### config.mk
export PLATFORM = sky130hd
export DESIGN_NAME = trel_top
export DESIGN_NICKNAME = d
export VERILOG_FILES = /design/src/common/trel_pkg.sv /design/src/hw/trel_top.sv
export SDC_FILE = /design/constraint.sdc
export NUM_CORES = 1
export LEC_CHECK = 0
export CORE_MARGIN = 2
export CORE_UTILIZATION = 40
export DETAILED_ROUTE_END_ITERATION = 8
export DONT_BUFFER_PORTS = 1
export PLACE_DENSITY_LB_ADDON = 0.3
export SETUP_SLACK_MARGIN = 0.02
export SYNTH_ARGS = -nofsm -noshare
export SYNTH_HDL_FRONTEND = slang
export SYNTH_SLANG_ARGS = --single-unit
### constraint.sdc
create_clock -name CLK_I -period 9.7 [get_ports CLK_I]
set_input_delay 0.97 -clock CLK_I [delete_from_list [all_inputs] [get_ports CLK_I]]
set_output_delay 0.97 -clock CLK_I [all_outputs]
set_load 0.05 [all_outputs]
### src/common/trel_pkg.sv
/*
 * constants and carrier types of the temperature readout and event logic.
 * assumes a single clock domain and a host-side bus engine that owns the wire protocol.
 */
package trel_pkg;

  // ****************************************************************
  // register select codes
  // ****************************************************************
  localparam logic [2:0] ADDR_CAP  = 3'h0;
  localparam logic [2:0] ADDR_CFG  = 3'h1;
  localparam logic [2:0] ADDR_HIGH = 3'h2;
  localparam logic [2:0] ADDR_LOW  = 3'h3;
  localparam logic [2:0] ADDR_CRIT = 3'h4;
  localparam logic [2:0] ADDR_TEMP = 3'h5;

  // ****************************************************************
  // field positions
  // ****************************************************************
  localparam int unsigned CFG_MODE      = 0;
  localparam int unsigned CFG_POL       = 1;
  localparam int unsigned CFG_CRIT_ONLY = 2;
  localparam int unsigned CFG_CTRL      = 3;
  localparam int unsigned CFG_STS       = 4;
  localparam int unsigned CFG_CLEAR     = 5;
  localparam int unsigned CFG_SENSOR_POWER_DOWN      = 8;
  localparam int unsigned CFG_TRIP_MARGIN_SELECT      = 9;
  localparam int unsigned CAP_RES       = 3;
  localparam int unsigned TEMP_CRIT     = 15;
  localparam int unsigned TEMP_HIGH     = 14;
  localparam int unsigned TEMP_LOW      = 13;
  localparam int unsigned TEMP_SIGN     = 12;

  // ****************************************************************
  // masks, hysteresis steps (1/16 degree units) and reset values
  // ****************************************************************
  localparam logic [12:0] LIMIT_MASK  = 13'h1FFC;
  localparam logic [12:0] RES_MASK_9  = 13'h1FF8;
  localparam logic [12:0] RES_MASK_10 = 13'h1FFC;
  localparam logic [12:0] RES_MASK_11 = 13'h1FFE;
  localparam logic [12:0] RES_MASK_12 = 13'h1FFF;
  localparam logic [13:0] TRIP_MARGIN_SELECT_NONE   = 14'h0000;
  localparam logic [13:0] TRIP_MARGIN_SELECT_1P5    = 14'h0018;
  localparam logic [13:0] TRIP_MARGIN_SELECT_3      = 14'h0030;
  localparam logic [13:0] TRIP_MARGIN_SELECT_6      = 14'h0060;
  localparam logic [12:0] TEMP_RST    = 13'h0000;
  localparam logic [12:0] LIMIT_RST   = 13'h0000;

  typedef struct packed {
    logic [1:0] trip_margin_select;
    logic       sensor_power_down;
    logic       crit_only;
    logic       ev_ctrl;
    logic       pol;
    logic       mode;
  } trel_cfg_s;

  localparam trel_cfg_s CFG_RST = '{trip_margin_select: 2'h0, sensor_power_down: 1'b0, crit_only: 1'b0,
                                    ev_ctrl: 1'b0, pol: 1'b0, mode: 1'b0};

  typedef struct packed {
    logic crit;
    logic high;
    logic low;
  } trel_flags_s;

endpackage

### src/hw/trel_top.sv
/*
 * temperature result formatting, limit comparison with hysteresis and event pin control.
 * assumes the bus engine and the converter run on CLK_I; the resolution strap is asynchronous.
 */
// How it works
// - crit flag set at or above critical
// - high flag set strictly above high
// - low flag set strictly below low
// - bit twelve is the sign
// - unsupported fraction bits read zero
// - temperature is 13-bit two's complement sixteenths
// - limits quarter-degree, low two bits zero
// - interrupt mode latches every window crossing outside shutdown
// - above critical, event stays despite clears
// - clear above critical deferred until drop
// - comparator mode follows window outside
// - critical-only asserts solely above critical
// - clears ignored in comparator, critical-only
// - thresholds from limits plus hysteresis
// - shutdown freezes recorded temperature
// - shutdown holds event state; enable, polarity writes still apply
// - limit writes re-evaluate event immediately
// - temperature updates only on samples
// - config bit zero selects event mode
// - hysteresis codes none, 1.5, 3, 6
// - enable bit and polarity bit
// - clear bit always reads zero
`timescale 1ns/1ps

module trel_top (
  input  wire logic        CLK_I,
  input  wire logic        SYS_RST_I,
  input  wire logic [2:0]  REG_SEL_I,
  input  wire logic        REG_WR_I,
  input  wire logic [15:0] REG_WDATA_I,
  output logic      [15:0] REG_RDATA_O,
  input  wire logic        SAMPLE_VALID_I,
  input  wire logic [12:0] SAMPLE_TEMP_I,
  input  wire logic [1:0]  RES_CAP_I,
  output logic             EVENT_O,
  output logic             EVENT_OE_O
);

  // ****************************************************************
  // state
  // ****************************************************************
  trel_pkg::trel_cfg_s   cfg_reg;
  trel_pkg::trel_flags_s flags_reg;
  trel_pkg::trel_flags_s flags_next;
  logic [12:0]           temp_reg;
  logic [12:0]           high_reg;
  logic [12:0]           low_reg;
  logic [12:0]           crit_reg;
  logic [1:0]            res_meta_reg;
  logic [1:0]            res_sync_reg;
  logic                  latch_reg;
  logic                  pend_clr_reg;
  logic                  assert_reg;
  logic                  assert_next;
  logic                  oe_reg;
  logic [15:0]           rdata_reg;
  logic [12:0]           res_mask;
  logic [13:0]           trip_margin_select;
  logic signed [13:0]    t_s;
  logic signed [13:0]    hi_s;
  logic signed [13:0]    lo_s;
  logic signed [13:0]    cr_s;
  logic                  wr_cfg;
  logic                  clr_pulse;
  logic                  crossing;

  assign wr_cfg    = REG_WR_I && (REG_SEL_I == trel_pkg::ADDR_CFG);
  assign clr_pulse = wr_cfg && REG_WDATA_I[trel_pkg::CFG_CLEAR];

  // ****************************************************************
  // strap synchroniser
  // ****************************************************************
  always_ff @(posedge CLK_I or posedge SYS_RST_I) begin
    if (SYS_RST_I) begin
      res_meta_reg <= 2'h0;
      res_sync_reg <= 2'h0;
    end else begin
      res_meta_reg <= RES_CAP_I;
      res_sync_reg <= res_meta_reg;
    end
  end

  always_comb begin
    unique case (res_sync_reg)
      2'h0: res_mask = trel_pkg::RES_MASK_9;
      2'h1: res_mask = trel_pkg::RES_MASK_10;
      2'h2: res_mask = trel_pkg::RES_MASK_11;
      2'h3: res_mask = trel_pkg::RES_MASK_12;
    endcase
  end

  // ****************************************************************
  // configuration and limit registers
  // ****************************************************************
  always_ff @(posedge CLK_I or posedge SYS_RST_I) begin
    if (SYS_RST_I) begin
      cfg_reg <= trel_pkg::CFG_RST;
    end else if (wr_cfg) begin
      cfg_reg.mode      <= REG_WDATA_I[trel_pkg::CFG_MODE];
      cfg_reg.pol       <= REG_WDATA_I[trel_pkg::CFG_POL];
      cfg_reg.crit_only <= REG_WDATA_I[trel_pkg::CFG_CRIT_ONLY];
      cfg_reg.ev_ctrl   <= REG_WDATA_I[trel_pkg::CFG_CTRL];
      cfg_reg.sensor_power_down      <= REG_WDATA_I[trel_pkg::CFG_SENSOR_POWER_DOWN];
      cfg_reg.trip_margin_select      <= REG_WDATA_I[trel_pkg::CFG_TRIP_MARGIN_SELECT +: 2];
    end
  end

  // limits keep only quarter-degree bits; writes land at any time
  always_ff @(posedge CLK_I or posedge SYS_RST_I) begin
    if (SYS_RST_I) begin
      high_reg <= trel_pkg::LIMIT_RST;
      low_reg  <= trel_pkg::LIMIT_RST;
      crit_reg <= trel_pkg::LIMIT_RST;
    end else if (REG_WR_I) begin
      if (REG_SEL_I == trel_pkg::ADDR_HIGH) begin
        high_reg <= REG_WDATA_I[12:0] & trel_pkg::LIMIT_MASK;
      end
      if (REG_SEL_I == trel_pkg::ADDR_LOW) begin
        low_reg <= REG_WDATA_I[12:0] & trel_pkg::LIMIT_MASK;
      end
      if (REG_SEL_I == trel_pkg::ADDR_CRIT) begin
        crit_reg <= REG_WDATA_I[12:0] & trel_pkg::LIMIT_MASK;
      end
    end
  end

  // ****************************************************************
  // recorded temperature
  // ****************************************************************
  always_ff @(posedge CLK_I or posedge SYS_RST_I) begin
    if (SYS_RST_I) begin
      temp_reg <= trel_pkg::TEMP_RST;
    end else if (SAMPLE_VALID_I && !cfg_reg.sensor_power_down) begin
      temp_reg <= SAMPLE_TEMP_I & res_mask;
    end
  end

  // ****************************************************************
  // comparison with hysteresis
  // ****************************************************************
  always_comb begin
    unique case (cfg_reg.trip_margin_select)
      2'h0: trip_margin_select = trel_pkg::TRIP_MARGIN_SELECT_NONE;
      2'h1: trip_margin_select = trel_pkg::TRIP_MARGIN_SELECT_1P5;
      2'h2: trip_margin_select = trel_pkg::TRIP_MARGIN_SELECT_3;
      2'h3: trip_margin_select = trel_pkg::TRIP_MARGIN_SELECT_6;
    endcase
  end

  // one extra bit so a limit minus hysteresis cannot wrap around
  assign t_s  = {temp_reg[trel_pkg::TEMP_SIGN], temp_reg};
  assign hi_s = {high_reg[trel_pkg::TEMP_SIGN], high_reg};
  assign lo_s = {low_reg[trel_pkg::TEMP_SIGN], low_reg};
  assign cr_s = {crit_reg[trel_pkg::TEMP_SIGN], crit_reg};

  // raised flags hold until the temperature backs off by the margin
  always_comb begin
    flags_next.crit = flags_reg.crit ? (t_s >= cr_s - $signed(trip_margin_select))
                                     : (t_s >= cr_s);
    flags_next.high = flags_reg.high ? (t_s > hi_s - $signed(trip_margin_select))
                                     : (t_s > hi_s);
    flags_next.low  = flags_reg.low  ? (t_s < lo_s + $signed(trip_margin_select))
                                     : (t_s < lo_s);
  end

  // evaluated every cycle, so a limit write acts at once
  always_ff @(posedge CLK_I or posedge SYS_RST_I) begin
    if (SYS_RST_I) begin
      flags_reg <= '0;
    end else begin
      flags_reg <= flags_next;
    end
  end

  // ****************************************************************
  // interrupt latch and deferred clear
  // ****************************************************************
  assign crossing = (flags_next.high != flags_reg.high) || (flags_next.low != flags_reg.low);

  always_ff @(posedge CLK_I or posedge SYS_RST_I) begin
    if (SYS_RST_I) begin
      latch_reg    <= 1'b0;
      pend_clr_reg <= 1'b0;
    end else if (!cfg_reg.mode || cfg_reg.crit_only) begin
      latch_reg    <= 1'b0;
      pend_clr_reg <= 1'b0;
    end else if (crossing && !cfg_reg.sensor_power_down) begin
      latch_reg    <= 1'b1;  // crossing wins over a clear
      pend_clr_reg <= 1'b0;
    end else if (clr_pulse && flags_reg.crit) begin
      pend_clr_reg <= 1'b1;
    end else if (clr_pulse || (pend_clr_reg && !flags_reg.crit)) begin
      latch_reg    <= 1'b0;
      pend_clr_reg <= 1'b0;
    end
  end

  // ****************************************************************
  // event decision
  // ****************************************************************
  always_comb begin
    if (cfg_reg.crit_only) begin
      assert_next = flags_reg.crit;
    end else if (cfg_reg.mode) begin
      assert_next = latch_reg || flags_reg.crit;
    end else begin
      assert_next = flags_reg.high || flags_reg.low || flags_reg.crit;
    end
  end

  always_ff @(posedge CLK_I or posedge SYS_RST_I) begin
    if (SYS_RST_I) begin
      assert_reg <= 1'b0;
    end else if (!cfg_reg.sensor_power_down) begin
      assert_reg <= assert_next;
    end
  end

  // open drain: disabled pin follows polarity, grounded when active high
  always_ff @(posedge CLK_I or posedge SYS_RST_I) begin
    if (SYS_RST_I) begin
      oe_reg <= 1'b0;
    end else begin
      oe_reg <= cfg_reg.ev_ctrl ? (assert_reg ^ cfg_reg.pol) : cfg_reg.pol;
    end
  end

  assign EVENT_OE_O = oe_reg;
  assign EVENT_O    = 1'b0;

  // ****************************************************************
  // read path
  // ****************************************************************
  always_ff @(posedge CLK_I or posedge SYS_RST_I) begin
    if (SYS_RST_I) begin
      rdata_reg <= 16'h0000;
    end else begin
      rdata_reg <= 16'h0000;  // clear bit and unmapped selects read zero
      unique case (REG_SEL_I)
        trel_pkg::ADDR_CAP: begin
          rdata_reg[trel_pkg::CAP_RES +: 2] <= res_sync_reg;
        end
        trel_pkg::ADDR_CFG: begin
          rdata_reg[trel_pkg::CFG_MODE]      <= cfg_reg.mode;
          rdata_reg[trel_pkg::CFG_POL]       <= cfg_reg.pol;
          rdata_reg[trel_pkg::CFG_CRIT_ONLY] <= cfg_reg.crit_only;
          rdata_reg[trel_pkg::CFG_CTRL]      <= cfg_reg.ev_ctrl;
          rdata_reg[trel_pkg::CFG_STS]       <= assert_reg && cfg_reg.ev_ctrl;
          rdata_reg[trel_pkg::CFG_SENSOR_POWER_DOWN]      <= cfg_reg.sensor_power_down;
          rdata_reg[trel_pkg::CFG_TRIP_MARGIN_SELECT +: 2] <= cfg_reg.trip_margin_select;
        end
        trel_pkg::ADDR_HIGH: begin
          rdata_reg[12:0] <= high_reg;
        end
        trel_pkg::ADDR_LOW: begin
          rdata_reg[12:0] <= low_reg;
        end
        trel_pkg::ADDR_CRIT: begin
          rdata_reg[12:0] <= crit_reg;
        end
        trel_pkg::ADDR_TEMP: begin
          rdata_reg <= {flags_reg.crit, flags_reg.high, flags_reg.low, temp_reg};
        end
        default: begin
          rdata_reg <= 16'h0000;
        end
      endcase
    end
  end

  assign REG_RDATA_O = rdata_reg;

  // ****************************************************************
  // checks
  // ****************************************************************
  chk_limit_low_bits: assert property (@(posedge CLK_I) disable iff (SYS_RST_I)
    (high_reg[1:0] == 2'h0) && (low_reg[1:0] == 2'h0) && (crit_reg[1:0] == 2'h0))
    else $error("limit low bits not zero");

  chk_crit_flag_set: assert property (@(posedge CLK_I) disable iff (SYS_RST_I)
    (t_s >= cr_s) |=> flags_reg.crit)
    else $error("critical flag missed");

  chk_high_flag_set: assert property (@(posedge CLK_I) disable iff (SYS_RST_I)
    (!flags_reg.high && (t_s <= hi_s)) |=> !flags_reg.high)
    else $error("high flag raised at or below limit");

  chk_low_flag_set: assert property (@(posedge CLK_I) disable iff (SYS_RST_I)
    (t_s < lo_s) |=> flags_reg.low)
    else $error("low flag missed");

  chk_res_mask_zero: assert property (@(posedge CLK_I) disable iff (SYS_RST_I)
    SAMPLE_VALID_I && !cfg_reg.sensor_power_down |=> (temp_reg & ~$past(res_mask)) == 13'h0000)
    else $error("unsupported fraction bits set");

  chk_comp_follow: assert property (@(posedge CLK_I) disable iff (SYS_RST_I)
    (!cfg_reg.mode && !cfg_reg.crit_only && !cfg_reg.sensor_power_down)
    |=> assert_reg == $past(flags_reg.high || flags_reg.low || flags_reg.crit))
    else $error("comparator event wrong");

  chk_crit_hold: assert property (@(posedge CLK_I) disable iff (SYS_RST_I)
    (cfg_reg.mode && flags_reg.crit && !cfg_reg.sensor_power_down) |=> assert_reg)
    else $error("event dropped above critical");

  chk_sensor_power_down_freeze: assert property (@(posedge CLK_I) disable iff (SYS_RST_I)
    cfg_reg.sensor_power_down ##1 cfg_reg.sensor_power_down |-> $stable(temp_reg) && $stable(assert_reg))
    else $error("state changed during shutdown");

  // only a config read carries the clear bit; limit reads use that bit as a weight
  chk_clear_reads_zero: assert property (@(posedge CLK_I) disable iff (SYS_RST_I)
    ($past(REG_SEL_I) == trel_pkg::ADDR_CFG) |-> !rdata_reg[trel_pkg::CFG_CLEAR])
    else $error("clear bit read as one");

  chk_pin_drive: assert property (@(posedge CLK_I) disable iff (SYS_RST_I)
    1'b1 |=> EVENT_OE_O == $past(cfg_reg.ev_ctrl ? (assert_reg ^ cfg_reg.pol) : cfg_reg.pol))
    else $error("event pin drive wrong");

  chk_crit_only_event: assert property (@(posedge CLK_I) disable iff (SYS_RST_I)
    (cfg_reg.crit_only && !cfg_reg.sensor_power_down) |=> assert_reg == $past(flags_reg.crit))
    else $error("critical-only event wrong");

  chk_clear_ignored: assert property (@(posedge CLK_I) disable iff (SYS_RST_I)
    (!cfg_reg.mode || cfg_reg.crit_only) |=> !latch_reg)
    else $error("latch held outside interrupt mode");

  chk_latch_on_cross: assert property (@(posedge CLK_I) disable iff (SYS_RST_I)
    (cfg_reg.mode && !cfg_reg.crit_only && crossing && !cfg_reg.sensor_power_down) |=> latch_reg)
    else $error("window crossing not latched");

  chk_deferred_clear: assert property (@(posedge CLK_I) disable iff (SYS_RST_I)
    (cfg_reg.mode && !cfg_reg.crit_only && !crossing && clr_pulse && flags_reg.crit)
    |=> pend_clr_reg)
    else $error("clear above critical not deferred");

  chk_temp_on_sample: assert property (@(posedge CLK_I) disable iff (SYS_RST_I)
    (!SAMPLE_VALID_I || cfg_reg.sensor_power_down) |=> $stable(temp_reg))
    else $error("temperature moved without a sample");

  chk_status_copy: assert property (@(posedge CLK_I) disable iff (SYS_RST_I)
    ($past(REG_SEL_I) == trel_pkg::ADDR_CFG)
    |-> rdata_reg[trel_pkg::CFG_STS] == $past(assert_reg && cfg_reg.ev_ctrl))
    else $error("status bit wrong");

endmodule

* Yosys cells after proc, flatten, opt, wreduce, memory -nomap -nowiden
Index checks and enable logic that the tools add are counted.
** Cells by class
- Add/subtract/negate cells :: 3
- Multiply operators :: 0
- Divide/modulo/power cells :: 0
- Magnitude comparators :: 6
- Equal/unequal tests :: 14
- Shifts and indexed selects :: 0
- Mux-type cells :: 21
- Bitwise operators :: 2
- Reduce and logical (&&, ||, !) cells :: 25
** Operator list (count)
- 14-bit case mux with 4 select lines :: 1
- 13-bit case mux with 4 select lines :: 1
- 3-bit case mux with 5 select lines :: 2
- 13-bit by 14-bit subtractor with 14-bit output :: 2
- 13-bit by 14-bit adder with 14-bit output :: 1
- 13-bit by 14-bit >= comparator with 1-bit output :: 1
- 13-bit by 14-bit > comparator with 1-bit output :: 1
- 13-bit by 14-bit less-than comparator with 1-bit output :: 1
- 13-bit bitwise AND :: 1
- 13-bit >= comparator :: 1
- 13-bit > comparator :: 1
- 13-bit less-than comparator :: 1
- 1-bit two-way mux :: 13
- 2-bit case mux with 6 select lines :: 1
- 3-bit case mux with 4 select lines :: 1
- 2-bit equality test (second input constant) :: 4
- 2-bit case mux with 4 select lines :: 1
- 2-bit AND reduction :: 4
- 1-bit logical AND :: 7
- 3-bit by 2-bit equality test with 1-bit output (second input constant) :: 2
- 3-bit equality test (second input constant) :: 2
- 1-bit logical OR :: 6
- 2-bit by 1-bit equality test with 1-bit output (second input constant) :: 2
- 2-bit zero test :: 2
- other kinds (9) :: 12
** Word-level totals
- Register bits :: 80
- Bits in latches :: 0
- RAM bits :: 0
- Memory bits (read-only) :: 0
- Output and inout port bits :: 18
- Word-level logic and storage cells :: 91
- Memories :: 0

* Depth between registers and ports, before layout
Gate-level depths: netlist (run 1).
- Depth in word-level cells :: 10
- Depth in mapped cells :: 18
- Depth with buffers taken out :: 18

* Worst setup path after synthesis (run 1)
No wires, ideal clock.
- Kind :: register to register
- Start point :: reg cfg_reg[5] in the netlist's numbering
- End point :: reg latch_reg
- Library setup time :: 0.122 ns
- Arrival :: 3.311 ns
- Slack :: 6.268 ns
- Stages on the path, launching flop included :: 17
- Path buffers :: 0
- Clock period less this slack :: 3.432 ns
- Cell sequence :: dfrtp_1 inv_1 ha_1 ha_1 nor2b_1 o21ai_2 a21boi_1 or4_1 nor4_2 xnor2_1 ha_1 nand4_1 nor2_1 a221oi_1 o31ai_2 a21boi_2 o2111a_1
** Between the ends
- Word-level cells in the longest chain between the ends :: 10
- Elaborated cells on any way between the ends :: 20
- Those cells by class :: 2 x add/sub; 2 x order compare; 6 x eq/ne; 5 x mux; 5 x reduce/logical
** Ends and longest elaborated chain
- start, declared :: RTL line trel_top.sv:47 : trel_pkg::trel_cfg_s cfg_reg;
- start signal, assigned :: RTL line trel_top.sv:102 : cfg_reg <= trel_pkg::CFG_RST;
- 2-bit equality test, or another cell as far along :: RTL line trel_top.sv:147 : unique case (cfg_reg.trip_margin_select)
- 14-bit case mux with 4 select lines * :: RTL line trel_top.sv:147
- 13-bit by 14-bit subtractor with 14-bit output or 13-bit by 14-bit adder with 14-bit output (tied branches) :: RTL line trel_top.sv:165, trel_top.sv:167
- 13-bit by 14-bit > comparator with 1-bit output or 13-bit by 14-bit less-than comparator with 1-bit output (tied branches) :: RTL line trel_top.sv:165, trel_top.sv:167
- 1-bit two-way mux (on tied branches) :: RTL line trel_top.sv:165, trel_top.sv:167
- 1-bit inequality test :: RTL line trel_top.sv:183 : assign crossing = (flags_next.high != flags_reg.high) || (flags_next.low != flags_reg.low);
- 1-bit logical OR * :: RTL line trel_top.sv:183
- 1-bit logical AND * :: RTL line trel_top.sv:192 : end else if (crossing && !cfg_reg.sensor_power_down) begin
- 3-bit inequality test (no line), or another cell as far along
- 2-bit AND reduction (no line) or 1-bit two-way mux (tied branches)
- end signal, assigned :: RTL line trel_top.sv:187 : latch_reg <= 1'b0;
- end signal, assigned :: RTL line trel_top.sv:190 : latch_reg <= 1'b0;
- end signal, assigned :: RTL line trel_top.sv:193 : latch_reg <= 1'b1;
- end, declared :: RTL line trel_top.sv:56 : logic latch_reg;
Mark *: on every way between the ends. The rest lies on a longest branch, timed or not. The select of a mux whose other input is x is not followed.
A chain may end at the register's enable or synchronous reset.

* Final worst setup path (run 1)
Same ends and word-level chain as after synthesis.

==> results of run 1 <==
## metrics by stage
stage                     total power, µW  instance area (µm²)  std cells  worst slack (ns)  utilization
after detailed placement             1210                 5850        773              5.82        0.421
after global placement               1180                 5850        773              5.91        0.421
final                                1580                 6160        789              5.75        0.444
after CTS                            1590                 6160        789              5.79        0.444
after global routing                 1710                 6160        789              5.54        0.444
after floorplan                      1030                 5680        608              6.27            -
## worst max-delay path by stage
stage | start | to | slack (ns) | depth (start not counted)
after floorplan | cfg_reg[5]$_DFFE_PP0P_ | latch_reg$_DFFE_PP0P_ | 6.27 | 16
after detailed placement | cfg_reg[5]$_DFFE_PP0P_ | latch_reg$_DFFE_PP0P_ | 5.82 | 16
after CTS | cfg_reg[5]$_DFFE_PP0P_ | latch_reg$_DFFE_PP0P_ | 5.79 | 16
after global routing | cfg_reg[5]$_DFFE_PP0P_ | latch_reg$_DFFE_PP0P_ | 5.54 | 16
final | cfg_reg[5]$_DFFE_PP0P_ | latch_reg$_DFFE_PP0P_ | 5.75 | 16
after global placement | cfg_reg[6]$_DFFE_PP0P_ | latch_reg$_DFFE_PP0P_ | 5.91 | 17
## cells in the final DEF, fill, tap and decap left out, drive strengths merged, types with 8 or more instances in the layout
cell type	n
nand2b	10
nand4	9
nand2	84
a21o	8
o21ai	50
nand3	9
clkbuf	13
xnor2	24
o22ai	10
mux2	20
mux2i	18
inv	54
a21oi	26
nor2	23
nor2b	10
ha	81
dfrtp	80
## cell type report
| cell class | count | area [µm²] |
|---|---|---|
| clock buffers | 13 | 250 |
| well taps | 180 | 225 |
| flip-flops and latches | 80 | 2000 |
| repair buffers | 4 | 30.0 |
| clock inverters | 3 | 65.1 |
| inverters | 55 | 208 |
| multi-input cells | 454 | 3380 |
| fillers | 1367 | 7720 |
## where the power goes
part	switching, µW	internal [µW]
registers	131	400
logic	372	311
clock network	138	232
total	640	943
## critical path, delay by kind of cell (launching register included)
family                     cells  cell delay, ns
AOI/OAI and AO/OA              8            1.93
DFF                            1            0.40
xor gates and xnor gates       1            0.18
buffers and inverters          2            0.20
adders and majority gates      3            0.99
and+or+nand+nor                2            0.14
## metal layers
layer | wire (µm) | global-route usage
met1 | 6870 | 0.282
met2 | 6610 | 0.326
met3 | 653 | 0.0387
met4 | 743 | 0.131
met5 | 0 | 0
## logic make-up after synthesis
family                     synth area share
and+or+nand+nor                       0.147
other                              0.000661
xor gates and xnor gates             0.0386
AOI/OAI and AO/OA                     0.149
muxes                                0.0714
DFF                                   0.353
adders and majority gates             0.189
buffers and inverters                0.0514
==> run summary, run 1 <==
Number of synthesized flops with an enable pin: 0
Final Hold Vio Count: 0
Largest register FFs: 16
Post-CTS Hold Buffers: 0
N_diodes: 0
Antenna-violating nets left: 0
Max FO, Critical Path: 5
H-tree lvl count: 3
Peak supply drop: 0.000115 V
Chip Width: 123 µm
Layout cells sized above 1: 0.0755
Synthesis warning total: 0
Clock Pin Slew Worst Setup and Hold Paths: 0.06 ns
FF-to-FF setup slack: 5.75 ns
Syn nets: 730
Gpl congestion: 0.886
Row cnt: 43
Hold_sp: res_meta_reg[0]$_DFF_PP0_
Minimum clock period: 3.95 ns
Post-synth ARST share: 1.00
Hold Path Class: reg2reg
# Post-CTS Setup Buffers: 0
CTS tree: done
Gr usage total: 0.214
Final HPWL DP: 11.4 mm
Reg2Reg Depth: 16
CP endpoint kind: register
Setup violators final: 0
Worst Path Required: 9.94 ns
Syn Std Cell Area: 0.00568 mm²
Post-synth top area share: 0.353
Crit Reg-Reg Startpoint: cfg_reg[5]$_DFFE_PP0P_
FF+latch count, synth: 80
Starting Density: 0.409
Vias in the first global route: 4482
Hold endpoint: res_sync_reg[0]$_DFF_PP0_
DR pass1 iterations: 5
Vias per cell: 5.54
WHS: 0.358 ns
Predominant post-synthesis flop cell: dfrtp_1
RSZ-0062 raised after global routing: no
First-pass GRT wire length: 24.2 mm
CP max-delay cell: o21ai_0
DRC viols: 0
WP data arrival: 4.19 ns
Synth-to-layout area growth: 8.58%
Period Utilization, post-route: 0.407
# resized after CTS: 0
Fmax: 0.253 GHz
Most frequent cell on the critical path: ha_1
Clock Skew: 0.00557 ns
Total core area: 0.0139 mm²
Power Density: 257 mW/mm²
Die height: 123 µm
Root Buffer: clkbuf_16
MaxCap Viol Count: 0
Kind of critical path: reg2reg
Clk_lat worst skew: 0.35 ns
Top-count cell post-synth: nand2_1
Drt wl/cell: 18.9 µm
CTS max path bufs: 2
Slew margin rel.: 0.221
DRT iter0 DRCs: 364
Number of port buffers: 0
Worst setup SP type: register
Final nets: 726
Worst slew pin tran: 1.17 ns
Syn Inst Count: 608
Cts bufs inserted: 9
Total wire length: 14.9 mm
CTS sink count: 80
Reg-to-Reg End: latch_reg$_DFFE_PP0P_
Run status: finished, final reports clean
Library cells used by synthesis: 58
Avg Inst Size Synth: 9.33 µm²
Dominant cell type by area after synthesis: dfrtp_1
Largest net degree at the start of global routing: 81
Hold path cells: 0
Initial antenna violation count: 0
Seq/Total Area, Yosys: 0.353
Pleak: 0.00292 µW
Synth top area cells: dfrtp_1 35%, ha_1 18%, nand2_1 5.6%, o21ai_0 4.2%, mux2_2 4.0%
IO Pins: 56
Crit path cell chain: inv_1 -> ha_1 -> inv_1 -> ha_1 -> a21o_1 -> a21oi_1 -> nor2b_1 -> o21ai_0 -> xnor2_1 -> ha_1 -> o21ai_0 -> nor2_1 -> a211o_1 -> a211oi_2 -> o21ai_1 -> o2111a_1
Vias: 4373
Final Max Slew Viols: 0
Most frequent cells after synthesis: 84 x nand2_1, 81 x ha_1, 80 x dfrtp_1
Total gr overflow: 0
Post-route setup TNS: 0 ns
Slowest stage delay, CP: 0.45 ns
Die ar.: 0.0152 mm²
Power figures use the tool's default switching activity.
==> run 2: changes to the inputs <==
==> constraint.sdc (replaced) <==
create_clock -name CLK_I -period 3.5 [get_ports CLK_I]
set_input_delay 0.35 -clock CLK_I [delete_from_list [all_inputs] [get_ports CLK_I]]
set_output_delay 0.35 -clock CLK_I [all_outputs]
set_load 0.05 [all_outputs]
==> run 2 against run 1 <==
  * Clock skew hardly changed
  * Largest cell class unchanged
  * Critical path depth is 3 lower
  * The run now ends with negative setup slack left
  * Cell area is 10% higher
==> run summary, run 2 (synthesis results as in run 1) <==
H-tree lvl count: 3
Comb pwr share: 0.486
IO Pins: 56
Vias per cell: 5.63
Period Utilization, post-route: 1.03
Power Internal: 2960 µW
Commonest non-fill, non-tap cell in the layout: nand2_1
MaxCap Viol Count: 0
Clock Pin Slew Worst Setup and Hold Paths: 0.06 ns
Starting Density: 0.409
Max FO, Critical Path: 4
Gpl congestion: 0.935
First-pass GRT wire length: 25.8 mm
Vias: 4693
Run status: complete, but fails checks
Most frequent cells in the layout: 82 x nand2_1, 79 x dfrtp_1, 70 x ha_1
Top layer in use: met4
Total core area: 0.0139 mm²
Fillers: 1279
Total gr overflow: 0
Kind of critical path: reg2reg
Clock Skew: 0.00525 ns
Inst Count DP: 803
Slowest stage delay, CP: 0.46 ns
Met3 wire len: 841 µm
DR pass1 iterations: 5
Largest net degree at the start of global routing: 53
Gr usage total: 0.227
Number of port buffers: 0
Cts bufs inserted: 9
Post-layout instance area: 0.00680 mm²
WP data arrival: 3.90 ns
Total wire length: 16.2 mm
Peak supply drop: 0.000320 V
Die ar.: 0.0152 mm²
Pleak: 0.00317 µW
Worst Path Required: 3.79 ns
Final nets: 770
CTS max path bufs: 2
Failing checks: negative setup slack
M1 WL: 7.26 mm
Final HPWL DP: 12.0 mm
Setup violators final: 3
Post-route setup TNS: -0.203 ns
CP endpoint kind: register
Clk_lat worst skew: 0.35 ns
Placed Area: 0.00607 mm²
Worst setup SP type: register
Final Hold Vio Count: 0
Worst slew pin tran: 1.23 ns
Antenna-violating nets left: 0
DRT iter0 DRCs: 436
Switching pwr: 1970 µW
Clock Power Share: 0.211
Fmax: 0.277 GHz
Power Density: 725 mW/mm²
CTS tree: done
Die height: 123 µm
Pwr Total: 4930 µW
Row cnt: 43
Minimum clock period: 3.61 ns
CTS sink count: 80
Drt wl/cell: 19.5 µm
CP max-delay cell: or4_4
WHS: 0.0243 ns
Final worst slack: -0.115 ns
Final Max Slew Viols: 0
Largest register FFs: 16
Switching portion of total power: 0.399
N_diodes: 0
Root Buffer: clkbuf_16
Final cell count without fillers: 833
Met2 WL post-DR: 7.46 mm
Crit path cell chain: ha_4 -> ha_4 -> nor2b_4 -> o21ai_2 -> a21boi_2 -> or4_4 -> nor4_4 -> xnor2_1 -> ha_1 -> a2111o_1 -> o31ai_2 -> a21boi_2 -> o2111a_1
Synth-to-layout area growth: 19.8%
Vias in the first global route: 4767
Post-CTS Hold Buffers: 0
Chip Width: 123 µm
Hold Path Class: in2reg
Layout cells sized above 1: 0.205
RSZ-0062 raised after global routing: yes
DRC viols: 0
Seq pwr share: 0.303
Initial antenna violation count: 0
Slew margin rel.: 0.180
## run 2: cell types whose count changed in the layout (fill, tap and decap cells not counted), moves of 3 or more
cell / before / now
buf_4: 4 / 43
ha_1: 81 / 70
ha_4: 0 / 11
buf_6: 0 / 5
inv_1: 54 / 49
inv_2: 0 / 5
a21oi_1: 26 / 23
a21oi_2: 0 / 3
and3_1: 7 / 4
and3_4: 0 / 3
## run 2: routing by layer
layer  global-route usage  up-vias
li1                     -     2226
met1                0.301     2269
met2                0.360      162
met3               0.0411       36
met4                0.109        0
met5                    0        -
## run 2: metrics by stage
stage,utilization,setup WS [ns]
4_1_cts,0.472,-0.0639
3_3_place_gp,0.437,-0.0948
6_report,0.490,-0.115
3_5_place_dp,0.437,-0.174
5_1_grt,0.490,-0.244
2_1_floorplan,-,0.0676
## run 2: worst max-delay path, delay by kind of cell, from the launching register on
kind / cells / cell delay [ns]
flops: 1 / 0.45
simple gates: 3 / 0.74
xor+xnor: 1 / 0.12
compound gates: 6 / 1.41
fa+ha+maj: 3 / 0.83
## run 2: what timing repair did
item                                    CTS  global route
gates resized for setup                  27            34
setup buffers                             6             8
endpoints found under the setup margin    3             5
pin swaps                                 6            31
## run 2: worst paths after layout
kind                                            from  cells after the start  slack [ns]                   endpoint
setup reg to reg              cfg_reg[6]$_DFFE_PP0P_                     13       -0.11      latch_reg$_DFFE_PP0P_
hold reg to reg            res_meta_reg[0]$_DFF_PP0_                      0        0.35  res_sync_reg[0]$_DFF_PP0_
max in group asynchronous                  SYS_RST_I                      2        2.68    temp_reg[9]$_DFFE_PP0P_
setup / recovery              cfg_reg[6]$_DFFE_PP0P_                     13       -0.11      latch_reg$_DFFE_PP0P_
min in group asynchronous                  SYS_RST_I                      1        0.06    temp_reg[2]$_DFFE_PP0P_
hold / removal                          RES_CAP_I[1]                      0        0.02  res_meta_reg[1]$_DFF_PP0_
## run 2: layout make-up
type                            instances  area, µm²  area share
Timing Repair Buffer                   48        379      0.0558
Clock inverter                          5       80.1      0.0118
Tap cell                              180        225      0.0331
Inverter                               55        208      0.0306
Multi-Input combinational cell        454       3660       0.538
Clock buffer                           11        243      0.0357
Sequential cell                        80       2000       0.295
## run 2: power by group through the flow
| stage | clock [µW] | sequential, µW | combinational [µW] |
|---|---|---|---|
| 3_3_place_gp | 0 | 1490 | 1970 |
| 6_report | 1040 | 1490 | 2400 |
| 4_1_cts | 1060 | 1480 | 2180 |
| 2_1_floorplan | 0 | 1370 | 1480 |
| 5_1_grt | 1090 | 1520 | 2720 |
| 3_5_place_dp | 0 | 1490 | 2040 |
